===== config.mk =====
export PLATFORM = sky130hd
export DESIGN_NAME = dpfp_top
export DESIGN_NICKNAME = d
export VERILOG_FILES = /design/src/hdl/dpfp_fifo.v /design/src/hdl/dpfp_top.v
export VERILOG_INCLUDE_DIRS = /design/src /design/src/hdl
export SDC_FILE = /design/constraint.sdc
export NUM_CORES = 1
export LEC_CHECK = 0
export ABC_AREA = 1
export ABC_CLOCK_PERIOD_IN_PS = 3950
export BUFFER_PORTS_ARGS = -buffer_cell sky130_fd_sc_hd__buf_2
export CORE_ASPECT_RATIO = 0.5
export CORE_MARGIN = 3
export CORE_UTILIZATION = 56
export CTS_CLUSTER_DIAMETER = 60
export CTS_CLUSTER_SIZE = 40
export DETAILED_ROUTE_END_ITERATION = 8
export PLACE_DENSITY = 0.82
export SYNTH_ARGS = -nofsm -noshare
export SYNTH_HDL_FRONTEND = slang
export SYNTH_SLANG_ARGS = --single-unit

===== constraint.sdc =====
create_clock -name clk_in -period 3.95 [get_ports clk_in]
set_input_delay 0.395 -clock clk_in [delete_from_list [all_inputs] [get_ports clk_in]]
set_output_delay 0.395 -clock clk_in [all_outputs]
set_load 0.05 [all_outputs]

===== src/hdl/dpfp_map.vh =====
// constants for the debug-port flash programming block
`ifndef DPFP_MAP_VH
`define DPFP_MAP_VH

// debug-link register addresses
`define DPFP_ADDR_PROG_CONTROL 8'h02
`define DPFP_ADDR_PROG_DATA 8'hb4

// reset values
`define DPFP_RST_SELECT 8'h00
`define DPFP_RST_PROG_CONTROL 8'h00
`define DPFP_RST_PROG_DATA 8'h00

// unlock codes, in order
`define DPFP_UNLOCK_FIRST 8'h02
`define DPFP_UNLOCK_SECOND 8'h01

// flash command bytes
`define DPFP_CMD_BLOCK_READ 8'h06
`define DPFP_CMD_BLOCK_WRITE 8'h07
`define DPFP_CMD_PAGE_ERASE 8'h08
`define DPFP_CMD_DEVICE_ERASE 8'h03

// operation codes toward the flash engine
`define DPFP_OP_BLOCK_READ 2'h0
`define DPFP_OP_BLOCK_WRITE 2'h1
`define DPFP_OP_PAGE_ERASE 2'h2
`define DPFP_OP_DEVICE_ERASE 2'h3

// link instruction field: bit 0 write, bit 1 address
`define DPFP_INS_DATA_READ 2'h0
`define DPFP_INS_DATA_WRITE 2'h1
`define DPFP_INS_ADDR_READ 2'h2
`define DPFP_INS_ADDR_WRITE 2'h3

// status byte returned by an address read
`define DPFP_STAT_OUT_READY 0
`define DPFP_STAT_IN_BUSY 1

// frame layout: 2 instruction edges, 8 data edges
`define DPFP_FRAME_LAST 4'h9

// link idle timeout
`define DPFP_CLK_MHZ 125
`define DPFP_LINK_IDLE_NS 4000
`define DPFP_LINK_IDLE_CYC ((`DPFP_LINK_IDLE_NS*`DPFP_CLK_MHZ+999)/1000)

`endif


===== src/hdl/dpfp_fifo.v =====
// small flop-based fifo with valid/ready on both sides
`timescale 1ns/100ps
module dpfp_fifo #(
  parameter WIDTH = 8,
  parameter DEPTH = 4,
  parameter AW = 2
) (
  // clock and reset
  input wire clk_in,
  input wire arst_n_in,
  // fill side
  input wire in_valid_in,
  input wire [WIDTH-1:0] in_data_in,
  output wire in_ready_out,
  // drain side
  output wire out_valid_out,
  output wire [WIDTH-1:0] out_data_out,
  input wire out_ready_in
);

  reg [WIDTH-1:0] mem [0:DEPTH-1];
  reg [AW-1:0] wr_idx;
  reg [AW-1:0] rd_idx;
  reg [AW:0] count;
  wire push;
  wire pop;
  integer i;

  // honest flags from the occupancy count
  assign in_ready_out = (count != DEPTH[AW:0]);
  assign out_valid_out = (count != {(AW+1){1'b0}});
  assign out_data_out = mem[rd_idx];
  assign push = in_valid_in && in_ready_out;
  assign pop = out_valid_out && out_ready_in;

  // pointers wrap at depth, so depth need not be a power of two
  always @(posedge clk_in or negedge arst_n_in) begin
    if (!arst_n_in) begin
      wr_idx <= {AW{1'b0}};
      rd_idx <= {AW{1'b0}};
      count <= {(AW+1){1'b0}};
      for (i = 0; i < DEPTH; i = i + 1) begin
        mem[i] <= {WIDTH{1'b0}};
      end
    end else begin
      if (push) begin
        mem[wr_idx] <= in_data_in;
        wr_idx <= (wr_idx == DEPTH[AW-1:0] - 1'b1) ? {AW{1'b0}} :
          wr_idx + 1'b1;
      end
      if (pop) begin
        rd_idx <= (rd_idx == DEPTH[AW-1:0] - 1'b1) ? {AW{1'b0}} :
          rd_idx + 1'b1;
      end
      if (push && !pop) begin
        count <= count + 1'b1;
      end else if (pop && !push) begin
        count <= count - 1'b1;
      end
    end
  end

endmodule


===== src/hdl/dpfp_top.v =====
// debug-link flash programming registers, pin sharing and flash sequencer
`timescale 1ns/100ps
`include "dpfp_map.vh"

// Behaviour
// - control register at link address 0x02, eight bits, resets to zero.
// - programming unlocks only after writing 0x02 then 0x01 to control.
// - once unlocked, programming stays enabled until system reset.
// - data register at 0xb4, eight bits, carries command, address, data.
// - data byte 0x06 means block read, 0x07 block write.
// - data byte 0x08 means page erase, 0x03 whole-device erase.
// - while halted, peripherals and software stay stalled; traffic then.
// - when halted, link takes clock/reset pin and data pin from user.
// - host selects target register first; data commands then use it.
module dpfp_top #(
  parameter FIFO_DEPTH = 4,
  parameter FIFO_AW = 2
) (
  // clock and reset
  input wire clk_in,
  input wire arst_n_in,
  // core halt state
  input wire core_halt_req_in,
  output reg stall_out,
  // shared pins: link clock doubles as reset, link data two-way
  input wire debug_link_clock_in,
  input wire debug_link_data_in,
  output reg debug_link_data_out,
  output reg debug_link_data_oe_out,
  // user functions of the shared pins
  output reg user_rst_n_out,
  output reg user_data_in_out,
  input wire user_data_out_in,
  input wire user_data_oe_in,
  // flash engine
  output reg prog_enabled_out,
  output reg flash_op_valid_out,
  output reg [1:0] flash_op_out,
  output reg flash_data_valid_out,
  output reg [7:0] flash_data_out,
  input wire flash_data_ready_in,
  input wire flash_done_in,
  input wire flash_rdata_valid_in,
  input wire [7:0] flash_rdata_in
);

  localparam ST_CMD = 1'b0;
  localparam ST_ARG = 1'b1;
  localparam [11:0] IDLE_CYC = `DPFP_LINK_IDLE_CYC;

  // pin synchronisers and edge finder
  reg clk_s1, clk_s2, clk_s3;
  reg dat_s1, dat_s2;
  // link frame state
  reg [3:0] bit_cnt;
  reg [1:0] ins;
  reg [7:0] rx_shift, tx_shift;
  reg [11:0] idle_cnt;
  // registers
  reg [7:0] debug_register_select, flash_prog_control, flash_prog_data;
  reg unlock_armed, out_ready;
  // byte waiting to enter the fifo
  reg pend_valid;
  reg [7:0] pend_data;
  wire fifo_in_ready, fifo_out_valid;
  wire [7:0] fifo_out_data;
  reg fifo_out_ready;
  // sequencer
  reg seq_state, next_seq_state;
  wire [1:0] next_ins;
  wire link_rise, frame_end, wr_commit, rd_start;
  reg [7:0] rd_value;
  reg cmd_known;
  reg [1:0] cmd_op;

  ////////////////////////////////////////////////////////////////////
  // synchronisers: first stage feeds only the second
  always @(posedge clk_in or negedge arst_n_in) begin
    if (!arst_n_in) begin
      clk_s1 <= 1'b0;
      clk_s2 <= 1'b0;
      clk_s3 <= 1'b0;
      dat_s1 <= 1'b0;
      dat_s2 <= 1'b0;
    end else begin
      clk_s1 <= debug_link_clock_in;
      clk_s2 <= clk_s1;
      clk_s3 <= clk_s2;
      dat_s1 <= debug_link_data_in;
      dat_s2 <= dat_s1;
    end
  end

  // link traffic counts only while halted
  assign link_rise = clk_s2 && !clk_s3 && stall_out;
  assign next_ins = {dat_s2, ins[0]};
  assign frame_end = link_rise && (bit_cnt == `DPFP_FRAME_LAST);
  assign wr_commit = frame_end && ins[0];
  assign rd_start = link_rise && (bit_cnt == 4'h1) && !ins[0]; // read

  ////////////////////////////////////////////////////////////////////
  // read value for the frame, chosen by instruction and selection
  always @* begin
    rd_value = 8'h00;
    if (next_ins == `DPFP_INS_ADDR_READ) begin
      rd_value[`DPFP_STAT_OUT_READY] = out_ready;
      rd_value[`DPFP_STAT_IN_BUSY] = pend_valid;
    end else if (debug_register_select == `DPFP_ADDR_PROG_CONTROL) begin
      rd_value = flash_prog_control;
    end else if (debug_register_select == `DPFP_ADDR_PROG_DATA) begin
      rd_value = flash_prog_data;
    end
  end

  ////////////////////////////////////////////////////////////////////
  // pin sharing: user functions only while the core runs
  always @(posedge clk_in or negedge arst_n_in) begin
    if (!arst_n_in) begin
      stall_out <= 1'b0;
      user_rst_n_out <= 1'b0;
      user_data_in_out <= 1'b0;
    end else begin
      stall_out <= core_halt_req_in;
      // halted: the clock pin no longer resets the core
      user_rst_n_out <= stall_out ? 1'b1 : clk_s2;
      user_data_in_out <= stall_out ? 1'b0 : dat_s2;
    end
  end

  ////////////////////////////////////////////////////////////////////
  // link frame: 2 instruction bits then 8 data bits, lsb first
  always @(posedge clk_in or negedge arst_n_in) begin
    if (!arst_n_in) begin
      bit_cnt <= 4'h0;
      ins <= 2'h0;
      rx_shift <= 8'h00;
      tx_shift <= 8'h00;
      idle_cnt <= 12'h000;
      debug_link_data_out <= 1'b0;
      debug_link_data_oe_out <= 1'b0;
    end else if (!stall_out) begin
      bit_cnt <= 4'h0; // pin lent back to the user function
      idle_cnt <= 12'h000;
      debug_link_data_out <= user_data_out_in;
      debug_link_data_oe_out <= user_data_oe_in;
    end else if (link_rise) begin
      idle_cnt <= 12'h000;
      if (bit_cnt == 4'h0) begin
        ins[0] <= dat_s2;
        debug_link_data_oe_out <= 1'b0;
      end else if (bit_cnt == 4'h1) begin
        ins <= next_ins;
        if (rd_start) begin
          // first read bit goes out right after the instruction
          tx_shift <= {1'b0, rd_value[7:1]};
          debug_link_data_out <= rd_value[0];
          debug_link_data_oe_out <= 1'b1;
        end
      end else if (bit_cnt == `DPFP_FRAME_LAST) begin
        debug_link_data_oe_out <= 1'b0;
      end else begin
        rx_shift <= {dat_s2, rx_shift[7:1]};
        tx_shift <= {1'b0, tx_shift[7:1]};
        debug_link_data_out <= tx_shift[0];
      end
      bit_cnt <= frame_end ? 4'h0 : bit_cnt + 4'h1;
    end else if (idle_cnt == IDLE_CYC) begin
      // a stalled frame is dropped so the host can start over
      bit_cnt <= 4'h0;
      debug_link_data_oe_out <= 1'b0;
    end else begin
      idle_cnt <= idle_cnt + 12'h001;
    end
  end

  ////////////////////////////////////////////////////////////////////
  // registers and unlock sequence
  always @(posedge clk_in or negedge arst_n_in) begin
    if (!arst_n_in) begin
      debug_register_select <= `DPFP_RST_SELECT;
      flash_prog_control <= `DPFP_RST_PROG_CONTROL;
      flash_prog_data <= `DPFP_RST_PROG_DATA;
      unlock_armed <= 1'b0;
      prog_enabled_out <= 1'b0;
      out_ready <= 1'b0;
      pend_valid <= 1'b0;
      pend_data <= 8'h00;
    end else begin
      if (wr_commit && ins[1]) begin
        debug_register_select <= {dat_s2, rx_shift[7:1]};
      end
      if (wr_commit && !ins[1] &&
          debug_register_select == `DPFP_ADDR_PROG_CONTROL) begin
        flash_prog_control <= {dat_s2, rx_shift[7:1]};
        // any other byte breaks the pair; only reset clears the enable
        unlock_armed <= ({dat_s2, rx_shift[7:1]} ==
          `DPFP_UNLOCK_FIRST);
        if (unlock_armed &&
            {dat_s2, rx_shift[7:1]} == `DPFP_UNLOCK_SECOND) begin
          prog_enabled_out <= 1'b1;
        end
      end
      // accepted byte leaves the holding slot when the fifo takes it
      if (pend_valid && fifo_in_ready) begin
        pend_valid <= 1'b0;
      end
      if (wr_commit && !ins[1] && prog_enabled_out && !pend_valid &&
          debug_register_select == `DPFP_ADDR_PROG_DATA) begin
        // busy host writes are dropped; host polls the busy flag
        pend_valid <= 1'b1;
        pend_data <= {dat_s2, rx_shift[7:1]};
        flash_prog_data <= {dat_s2, rx_shift[7:1]};
      end
      // read data from flash wins over the read that clears the flag
      if (rd_start && debug_register_select == `DPFP_ADDR_PROG_DATA &&
          !next_ins[1]) begin
        out_ready <= 1'b0;
      end
      if (flash_rdata_valid_in) begin
        out_ready <= 1'b1;
        flash_prog_data <= flash_rdata_in;
      end
    end
  end

  ////////////////////////////////////////////////////////////////////
  // command decode of the byte at the fifo head
  always @* begin
    cmd_known = 1'b1;
    cmd_op = `DPFP_OP_BLOCK_READ;
    case (fifo_out_data)
      `DPFP_CMD_BLOCK_READ: cmd_op = `DPFP_OP_BLOCK_READ;
      `DPFP_CMD_BLOCK_WRITE: cmd_op = `DPFP_OP_BLOCK_WRITE;
      `DPFP_CMD_PAGE_ERASE: cmd_op = `DPFP_OP_PAGE_ERASE;
      `DPFP_CMD_DEVICE_ERASE: cmd_op = `DPFP_OP_DEVICE_ERASE;
      default: cmd_known = 1'b0;
    endcase
  end

  // sequencer next state and fifo drain
  always @* begin
    next_seq_state = seq_state;
    fifo_out_ready = 1'b0;
    case (seq_state)
      ST_CMD: begin
        // unknown codes are consumed and discarded
        fifo_out_ready = 1'b1;
        if (fifo_out_valid && cmd_known) begin
          next_seq_state = ST_ARG;
        end
      end
      ST_ARG: begin
        fifo_out_ready = !flash_data_valid_out || flash_data_ready_in;
        if (flash_done_in) begin
          next_seq_state = ST_CMD;
        end
      end
      default: next_seq_state = ST_CMD;
    endcase
  end

  // sequencer outputs toward the flash engine
  always @(posedge clk_in or negedge arst_n_in) begin
    if (!arst_n_in) begin
      seq_state <= ST_CMD;
      flash_op_valid_out <= 1'b0;
      flash_op_out <= `DPFP_OP_BLOCK_READ;
      flash_data_valid_out <= 1'b0;
      flash_data_out <= 8'h00;
    end else begin
      seq_state <= next_seq_state;
      flash_op_valid_out <= 1'b0;
      if (seq_state == ST_CMD && fifo_out_valid && cmd_known) begin
        flash_op_valid_out <= 1'b1;
        flash_op_out <= cmd_op;
      end
      if (seq_state == ST_ARG && fifo_out_valid && fifo_out_ready) begin
        flash_data_valid_out <= 1'b1;
        flash_data_out <= fifo_out_data;
      end else if (flash_data_ready_in) begin
        flash_data_valid_out <= 1'b0;
      end
    end
  end

  ////////////////////////////////////////////////////////////////////
  // byte buffer between the link and the sequencer
  dpfp_fifo #(.WIDTH(8), .DEPTH(FIFO_DEPTH), .AW(FIFO_AW)) u_fifo (
    .clk_in(clk_in),
    .arst_n_in(arst_n_in),
    .in_valid_in(pend_valid),
    .in_data_in(pend_data),
    .in_ready_out(fifo_in_ready),
    .out_valid_out(fifo_out_valid),
    .out_data_out(fifo_out_data),
    .out_ready_in(fifo_out_ready)
  );

endmodule


After elaboration in Yosys (flattened, before gate mapping):

Index checks and enable logic that the tools add are counted.

* eq/ne operators: 25
* bitwise logic cells: 6
* multiplexer cells: 55
* $add $sub $neg: 6
* reductions and logical operators: 49
* magnitude comparators: 3

Operators by type and width (count)
* $mux 8: 10
* $mux 12: 3
* $bwmux 32: 1
* $mux 1: 26
* $logic_and 1x1->1: 25
* $eq 8x2->1 const B: 3
* $bmux 8 s2: 1
* $demux 8 s2: 1
* $eq 8x3->1 const B: 2
* $mux 4: 4
* $add 12x1->12 const B: 1
* $eq 12x9->1 const B: 1
* $ne 3x3->1 const B: 4
* $reduce_and 5->1: 2
* $reduce_bool 2->1: 5
* $eq 8x1->1 const B: 1
* $eq 8x4->1 const B: 1
* $eq 8x8->1 const B: 1
* $logic_not 1->1: 8
* $reduce_and 4->1: 2
* $eq 2x2->1 const B: 3
* $ge 3x3->1 const B: 2
* $mux 2: 3
* $mux 3: 2
* 23 further kinds: 32

* bits of input ports: 18
* output and inout port bits: 18
* flip-flop bits (word level): 132
* word-level logic and storage cells: 180

Depth between registers and ports, before layout:

Gate-level depths: netlist of the first run.

* depth in word-level cells: 11
* gate-level depth with buffers: 13
* gate-level depth less buffers: 11

Cells and area by module:

A second synthesis of the first run with hierarchy kept.

* cells, all modules: 780
* area total of the unflattened synthesis: 6442.4 µm²

By module, submodules not included
* dpfp_top: times used 1, area each 4371.7 µm², seq. area each 2277.2 µm², cells an instance 526
* dpfp_fifo: times used 1, area each 2070.7 µm², seq. area each 975.9 µm², cells an instance 254

Worst setup path after synthesis of the first run:

OpenSTA, ideal clock, no wires.

* path kind: register -> register
* from: register flash_data_valid_out
* to: register u_fifo.count[2]
* stages on the path, launching flop included: 9
* arrival time: 1769 ps
* setup slack: 2050 ps
* data required time: 3819 ps
* library setup time: 131 ps
* clock period less this slack: 1900 ps
* buffers on the path: 0
* cells stage by stage: dfrtp_1 -> nand3_1 -> nand2_1 -> ha_1 -> inv_1 -> fa_1 -> a21oi_1 -> o21ai_0 -> xor2_1

* word-level cells in the longest chain between the ends: 7
* elaborated cells between the ends (all ways): 9
* classes of those cells: 2 x mux; 7 x reduce/logical

RTL lines
* start, declared: line dpfp_top.v:39 `output reg flash_data_valid_out,`
* start signal, assigned: line dpfp_top.v:268 `flash_data_valid_out <= 1'b0;`
* start signal, assigned: line dpfp_top.v:278 `flash_data_valid_out <= 1'b1;`
* start signal, assigned: line dpfp_top.v:281 `flash_data_valid_out <= 1'b0;`
* $logic_not 1->1 *: line dpfp_top.v:253 `fifo_out_ready = !flash_data_valid_out || flash_data_ready_in;`
* $logic_or 1x1->1 *: line dpfp_top.v:253
* $pmux 1 s2 *: line dpfp_top.v:244 `case (seq_state)`
* $logic_and 1x1->1 *: line dpfp_fifo.v:34 `assign pop = out_valid_out && out_ready_in;`
* $logic_not 1->1: line dpfp_fifo.v:55 `if (push && !pop) begin`
* $logic_and 1x1->1: line dpfp_fifo.v:55
* $mux 3 or $reduce_bool 2->1 (tied branches)
* end signal, assigned: line dpfp_fifo.v:41 `count <= {(AW+1){1'b0}};`
* end signal, assigned: line dpfp_fifo.v:56 `count <= count + 1'b1;`
* end signal, assigned: line dpfp_fifo.v:58 `count <= count - 1'b1;`
* end, declared: line dpfp_fifo.v:24 `reg [AW:0] count;`

Mark *: on every way between the ends. The rest lies on a longest branch, timed or not.
A chain may end at the register's enable or synchronous reset.

Worst setup path after layout of the first run:

* from: register bit_cnt[1]
* to: register pend_data[7]

* word-level cells in the longest chain between the ends: 7

RTL lines
* start, declared: line dpfp_top.v:55 `reg [3:0] bit_cnt;`
* start signal, assigned: line dpfp_top.v:166 `bit_cnt <= frame_end ? 4'h0 : bit_cnt + 4'h1;`
* $eq 4x4->1 (no line)
* $logic_and 1x1->1: line dpfp_top.v:97 `` assign frame_end = link_rise && (bit_cnt == `DPFP_FRAME_LAST); ``
* $logic_and 1x1->1: line dpfp_top.v:98 `assign wr_commit = frame_end && ins[0];`
* $logic_and 1x1->1 (3 in a row): line dpfp_top.v:207 `if (wr_commit && !ins[1] && prog_enabled_out && !pend_valid &&`
* $logic_and 1x1->1 (no line)
* end signal, assigned: line dpfp_top.v:211 `pend_data <= {dat_s2, rx_shift[7:1]};`
* end, declared: line dpfp_top.v:64 `reg [7:0] pend_data;`

Every way passes these cells.

==> flow_summary.json, run 1 <==
{
  "drt_iter0_drc": 470,
  "maxCapViolCount": 0,
  "drt_first_pass_iters": 5,
  "status": "complete, no violations",
  "crit_chain": "inv_1, ha_1, nand2_1, nor2_2, nand2_2, nor3_4, nand4_4, nand2_1, o21ai_2",
  "hpwlAfterDp_um": 8810,
  "clkTransAtPathRegs_ns": 0.06,
  "tns_ns": 0,
  "path_class": "flop to flop",
  "crit_fanout": 17,
  "finalWeightedCongestion": 0.863,
  "max_freq_mhz": 476,
  "route.detailed.drc": 0,
  "fin_cells": 918,
  "grt.total_usage": 0.235,
  "arrival_ns": 2.39,
  "num_antenna_cells": 0,
  "clockBufferDepth": 2,
  "fillers": 811,
  "start_kind": "flop",
  "async_reset_ff_frac": 1.00,
  "ys_warn_count": 0,
  "ant_nets": 0,
  "total_power_mw": 3.91,
  "worstSetupEndpointType": "flop",
  "cts_made_buffers": 17,
  "syn_to_final_growth_pct": 15.7,
  "layout_commonest_cell": "nand2_1",
  "rows": 26,
  "gr-total-overflow": 0,
  "grt_pass1_vias": 4834,
  "clock_latency_ns": 0.41,
  "ys_seq_elements": 130,
  "cts_num_sinks": 130,
  "drt-total-wl_um": 13500,
  "cellLeakagePower_nw": 3.37,
  "synth.cell_area_um2": 6030,
  "drive_above_1_share": 0.118,
  "root_buffer": "clkbuf_16",
  "portBuffers": 35,
  "cp_slowest_cell": "dfrtp_1",
  "die_y_um": 79.4,
  "synth_cell_types": 35,
  "post-cts-setup-buffer-count": 0,
  "crit_buf_inv": 1,
  "chipWidth_um": 153,
  "grt_pass1_wl_um": 23100,
  "dpl.cell_count": 886,
  "postCtsHoldBufs": 0,
  "pre_cts_slack_ns": 1.90,
  "avgSynthCellArea_um2": 8.32,
  "viasPerCell": 5.43,
  "layout_setup_ws_ns": 1.85,
  "ys_seq_area_frac": 0.540,
  "synthesis.nets": 755,
  "rsz0062_at_grt": "no",
  "h-tree-depth": 4,
  "layout_common_cells": "nand2_1 (230), dfrtp_1 (130), o21ai_0 (97)",
  "start_util": 0.583,
  "io_pins": 36,
  "fin_crit_sh": 0.532,
  "worstPathRequired_ns": 4.24,
  "finalMaxSlewViolations": 0,
  "cts_tree": "done",
  "fin_nets": 795,
  "vias": 4989,
  "max_stage_delay_ns": 0.38,
  "die_area_um2": 12100,
  "critPathMostFrequentCell": "nand2_1",
  "fin_skew_ns": 0.00593,
  "wire_per_inst_um": 14.7,
  "worst_slew_pin_slew_ns": 0.658,
  "final_hold_viol_count": 0,
  "period_needed_ns": 2.10,
  "antenna_found_initial": 0,
  "hold_class": "input pin to async pin",
  "critical-path-top-delay-family": "simple AND/OR/NAND/NOR gates",
  "setup_viol": 0,
  "ys.flop_type": "dfrtp_1",
  "grt_max_degree": 54,
  "vdd_ir_drop_max_mv": 0.302,
  "core-area_um2": 10300,
  "cts_resized": 0,
  "netlist_instances": 725,
  "synth_edf_count": 0,
  "max_slew_margin": 0.561,
  "power_density_nw_per_um2": 560
}
## final cells by class
class                   count  area (µm²)  area share
clock buffers              19         453      0.0649
multi-input cells         501        2400       0.344
flip-flops and latches    130        3250       0.466
clock inverters            13         205      0.0294
inverters                  77         289      0.0414
repair buffers             38         200      0.0287
well taps                 140         175      0.0251
## kinds of logic after synthesis
group / share of synthesized area
xor gates and xnor gates: 0.00436
AOI/OAI and AO/OA: 0.120
and+or+nand+nor: 0.248
DFF: 0.540
buffers and inverters: 0.0625
adders and majority gates: 0.0261
## power breakdown
part	internal [mW]	switching (mW)
clock	1.15	0.593
sequential	1.44	0.115
combinational	0.178	0.428
## path summary, 6_finish.rpt
| check | startpoint | endpoint | slack (ns) | cells after the start |
|---|---|---|---|---|
| worst min-delay path | arst_n_in | rx_shift[2]$_DFFE_PN0P_ | 0.01 | 1 |
| worst max-delay path | bit_cnt[1]$_DFFE_PN0P_ | pend_data[7]$_DFFE_PN0P_ | 1.85 | 9 |
| max in group asynchronous | arst_n_in | flash_data_out[6]$_DFFE_PN0P_ | 3.07 | 2 |
| worst min register to register | clk_s1$_DFF_PN0_ | clk_s2$_DFF_PN0_ | 0.35 | 0 |
| min in group clk_in | debug_link_clock_in | clk_s1$_DFF_PN0_ | 0.09 | 1 |
| worst max register to register | bit_cnt[1]$_DFFE_PN0P_ | pend_data[7]$_DFFE_PN0P_ | 1.85 | 9 |
## registers in the layout, summed over array words and instances (netlist names), 2 cells and up
signal	count
flash_data_out	8
debug_register_select	8
u_fifo.rd_idx	2
u_fifo.count	3
rx_shift	7
ins	2
flash_op_out	2
pend_data	8
u_fifo.mem	32
tx_shift	7
u_fifo.wr_idx	2
idle_cnt	12
flash_prog_data	8
flash_prog_control	8
bit_cnt	4
## worst reg2reg max path: stages, from the launching register on
cell,delay [ns]
dfrtp_1,0.38
inv_1,0.12
ha_1,0.20
nand2_1,0.11
nor2_2,0.18
nand2_2,0.10
nor3_4,0.27
nand4_4,0.34
nand2_1,0.21
o21ai_2,0.07
## through the flow
step,hold WS (ns),util,instance area (µm²)
5_1_grt,0.0642,0.674,6980
3_5_place_dp,0.342,0.611,6320
3_3_place_gp,0.334,0.611,6320
4_1_cts,0.0380,0.674,6980
6_report,0.0125,0.674,6980
2_1_floorplan,0.0994,-,6030
## layer usage
layer	vias up	share of wire	track usage
li1	2418	-	-
met1	2373	0.46	0.321
met2	174	0.47	0.388
met3	24	0.058	0.0531
met4	0	0.012	0.0631
met5	-	0	0
## synthesized netlist by cell type, drive strengths merged (3+ instances only)
cell,instances,area (µm²)
o21a,4,30.0
nand4,6,67.6
nor2,51,194
buf,5,42.5
o21ai,106,561
a21oi,16,80.1
ha,11,138
nand2,234,898
nor3,16,91.3
inv,74,278
nand3,43,220
clkinv,3,11.3
clkbuf,12,45.0
dfrtp,130,3250
Note: power is estimated with default switching activity, not from simulation.
==> run 2: changes to the inputs <==
--- a/config.mk
+++ b/config.mk
@@ -6,8 +6,8 @@
 export SDC_FILE = /design/constraint.sdc
 export NUM_CORES = 1
 export LEC_CHECK = 0
-export ABC_AREA = 1
-export ABC_CLOCK_PERIOD_IN_PS = 3950
+export ABC_AREA = 0
+export ABC_CLOCK_PERIOD_IN_PS = 1990
 export BUFFER_PORTS_ARGS = -buffer_cell sky130_fd_sc_hd__buf_2
 export CORE_ASPECT_RATIO = 0.5
 export CORE_MARGIN = 3
==> constraint.sdc (replaced) <==
create_clock -name clk_in -period 1.99 [get_ports clk_in]
set_input_delay 0.199 -clock clk_in [delete_from_list [all_inputs] [get_ports clk_in]]
set_output_delay 0.199 -clock clk_in [all_outputs]
set_load 0.05 [all_outputs]
==> run 2 against run 1 <==
  * The flow now finishes with violations (negative setup slack)
  * Wire length is 11% lower
  * Clock power increased by 75%
  * Combinational power rose by 50%
  * Area after synthesis decreased by 3.2%
  * Global-route usage fell by 0.93 points
  * Clock skew increased by 0.0039 ns
  * Via count fell by 23%
  * Core utilization grew 5.8 points
  * Sequential power is 94% higher
  * Worst hold slack gained 0.0020 ns
  * Flip-flop and latch count unchanged
==> flow_summary.json, run 2 <==
{
  "total_power_mw": 6.96,
  "fin_nets": 576,
  "portBuffers": 35,
  "finalWeightedCongestion": 0.840,
  "synthTopCellsByCount": "dfrtp_1 (130), mux2_2 (76), nor2_1 (33)",
  "reg_top3": "u_fifo.mem x32, idle_cnt x12",
  "netlist_instances": 462,
  "rr_endpoint": "flash_op_out[0]$_DFFE_PN0P_",
  "layout_commonest_cell": "dfrtp_1",
  "wire_per_inst_um": 17.4,
  "synthesis.nets": 492,
  "grt_pass1_vias": 4068,
  "synthXorXnorAreaFrac": 0.0195,
  "synth_top_family_by_area": "multiplexers",
  "crit_fanout": 6,
  "violations": "negative setup slack",
  "die_area_um2": 11800,
  "synthTopCellsByArea": "dfrtp_1 (56%), mux2_2 (15%), ha_1 (2.4%)",
  "yosys.cell_count.top_type": "dfrtp_1",
  "grt_max_degree": 55,
  "clock_latency_ns": 0.41,
  "start_util": 0.596,
  "clkTransAtPathRegs_ns": 0.06,
  "worst_slew_pin_slew_ns": 0.609,
  "p_seq_frac": 0.431,
  "max_freq_mhz": 457,
  "p_switching_mw": 1.65,
  "regToRegStartpoint": "u_fifo.rd_idx[0]$_DFFE_PN0P_",
  "rsz0062_at_grt": "yes",
  "syn_to_final_growth_pct": 22.8,
  "cts_made_buffers": 17,
  "rows": 25,
  "r2r_cells": 5,
  "vias": 3852,
  "cts_tree": "done",
  "period_needed_ns": 2.19,
  "min-delay-start": "flash_rdata_in[4]",
  "dpl_cell_area_um2": 6430,
  "max_slew_margin": 0.593,
  "ant_nets": 0,
  "status": "finished with violations",
  "fin_crit_sh": 1.10,
  "vdd_ir_drop_max_mv": 0.681,
  "stdcell_area_um2": 7170,
  "ys_seq_area_frac": 0.557,
  "synth_top_cell_by_area": "dfrtp_1",
  "antenna_found_initial": 0,
  "power_density_nw_per_um2": 971,
  "holdPathEnd": "flash_prog_data[4]$_DFFE_PN0P_",
  "muxShareOfSynthArea": 0.198,
  "worstPathRequired_ns": 2.28,
  "path_class": "flop to flop",
  "io_pins": 36,
  "hold_class": "input pin to flop",
  "pwr-share-clk": 0.439,
  "drt-total-wl_um": 12100,
  "layout_common_cells": "dfrtp_1 (126), mux2_2 (76), buf_2 (34)",
  "pre_cts_slack_ns": -0.252,
  "clockBufferDepth": 2,
  "yosys.area_share.simple": 0.110,
  "netlist.area_leader.share": 0.557,
  "arrival_ns": 2.48,
  "drive_above_1_share": 0.363,
  "gr-total-overflow": 0,
  "cellLeakagePower_nw": 3.54,
  "cts_num_sinks": 130,
  "ys_warn_count": 0,
  "maxCapViolCount": 0,
  "num_antenna_cells": 0,
  "final_hold_viol_count": 0,
  "grt_pass1_wl_um": 20500,
  "die_y_um": 78.2,
  "internal_power_mw": 5.32,
  "rrSetupSlack_ns": -0.20,
  "root_buffer": "clkbuf_16",
  "setup_viol": 4,
  "grt.total_usage": 0.226,
  "synth_compound_area_frac": 0.0692,
  "hpwlAfterDp_um": 7790,
  "synth_edf_count": 0,
  "start_kind": "flop",
  "pwr-share-comb": 0.130,
  "synth_cell_types": 58,
  "drt_iter0_drc": 181,
  "avgSynthCellArea_um2": 12.6,
  "regMostFlops": "u_fifo.mem",
  "synth.cell_area_um2": 5840,
  "viasPerCell": 5.57,
  "ys_seq_elements": 130,
  "drt_first_pass_iters": 5,
  "largest_register_ffs": 32,
  "fin_skew_ns": 0.00981,
  "core-area_um2": 9790,
  "route.detailed.drc": 0,
  "hold_depth": 3,
  "chipWidth_um": 150,
  "ys.flop_type": "dfrtp_1",
  "async_reset_ff_frac": 1.00,
  "synth_fa_ha_area_frac": 0.0270,
  "layout_setup_ws_ns": -0.199,
  "sw_frac_of_total": 0.237,
  "worstSetupEndpointType": "flop",
  "finalMaxSlewViolations": 0,
  "h-tree-depth": 4
}
-- run 2: changes by cell type in the layout (fill, tap and decap cells not counted), sizes merged, moves of 8 or more --
cell         change
nor2b            +9
dlygate4sd3      +9
mux2            +76
nand2          -204
mux2i           +10
nor2            -18
mux4             +8
o21ai           -82
nand3           -35
buf             +33
inv             -64
-- run 2: worst max path at each step --
stage / from / to / slack, ns / cells after the start
6_report: u_fifo.rd_idx[0]$_DFFE_PN0P_ / flash_op_out[0]$_DFFE_PN0P_ / -0.20 / 5
5_1_grt: u_fifo.rd_idx[0]$_DFFE_PN0P_ / flash_op_out[0]$_DFFE_PN0P_ / -0.27 / 5
4_1_cts: u_fifo.rd_idx[0]$_DFFE_PN0P_ / flash_op_out[0]$_DFFE_PN0P_ / -0.19 / 5
3_5_place_dp: u_fifo.rd_idx[0]$_DFFE_PN0P_ / flash_op_out[0]$_DFFE_PN0P_ / -0.25 / 5
3_3_place_gp: u_fifo.rd_idx[0]$_DFFE_PN0P_ / flash_op_out[0]$_DFFE_PN0P_ / -0.17 / 5
2_1_floorplan: u_fifo.rd_idx[0]$_DFFE_PN0P_ / flash_op_out[0]$_DFFE_PN0P_ / -0.13 / 6
-- run 2: power by group through the flow --
| stage | sequential [mW] | clock (mW) | combinational, mW |
|---|---|---|---|
| after floorplan | 3.00 | 0 | 0.536 |
| after global placement | 3.01 | 0 | 0.795 |
| after detailed placement | 3.03 | 0 | 0.828 |
| after CTS | 2.99 | 3.10 | 0.889 |
| after global routing | 3.02 | 3.23 | 1.01 |
| final | 3.00 | 3.06 | 0.908 |
-- run 2: cell families (layout without fill, tap and decap cells) --
logic type | Yosys count | count (layout)
AO/OA/AOI/OAI | 62 | 62
AND/OR/NAND/NOR | 125 | 125
multiplexers | 94 | 94
buffers and inverters | 26 | 121
flip-flops | 130 | 130
adder cells (fa/ha/maj) | 12 | 12
XOR/XNOR | 13 | 13
-- run 2: final cells by class --
| type | instances | area [µm²] |
|---|---|---|
| tap | 135 | 169 |
| clock buffer | 24 | 472 |
| clock inverter | 6 | 105 |
| fill | 598 | 2620 |
| multi-input combinational | 306 | 2550 |
| timing repair buffer | 80 | 579 |
| sequential | 130 | 3260 |
| inverter | 11 | 41.3 |
-- run 2: worst max-delay path, stage by stage (launching register included) --
cell,delay (ns)
dfrtp_2,0.45
mux4_2,0.54
or4_4,0.57
nor3_4,0.19
o21ai_2,0.10
a32o_1,0.22
-- run 2: metal layers --
metal,global-route usage,share of wire
met5,0,0
met4,0.0803,0.016
met3,0.0484,0.038
met2,0.356,0.47
met1,0.313,0.48
-- run 2: timing repair --
item                       CTS  global route
buffers inserted             2             0
pin swaps                    1             5
hold buffers                 9             0
resized for setup            4            13
hold endpoints to repair    32             0
setup endpoints to repair    5            23
-- run 2: stage by stage --
stage          instances  utilization  setup TNS, ns  hold WS [ns]
6_report             692        0.732         -0.613        0.0144
4_1_cts              692        0.727         -0.611       0.00955
3_3_place_gp         651        0.657         -0.468         0.136
3_5_place_dp         651        0.657         -0.803         0.138
2_1_floorplan        462            -         -0.206       -0.0966
5_1_grt              692        0.732         -0.891        0.0232
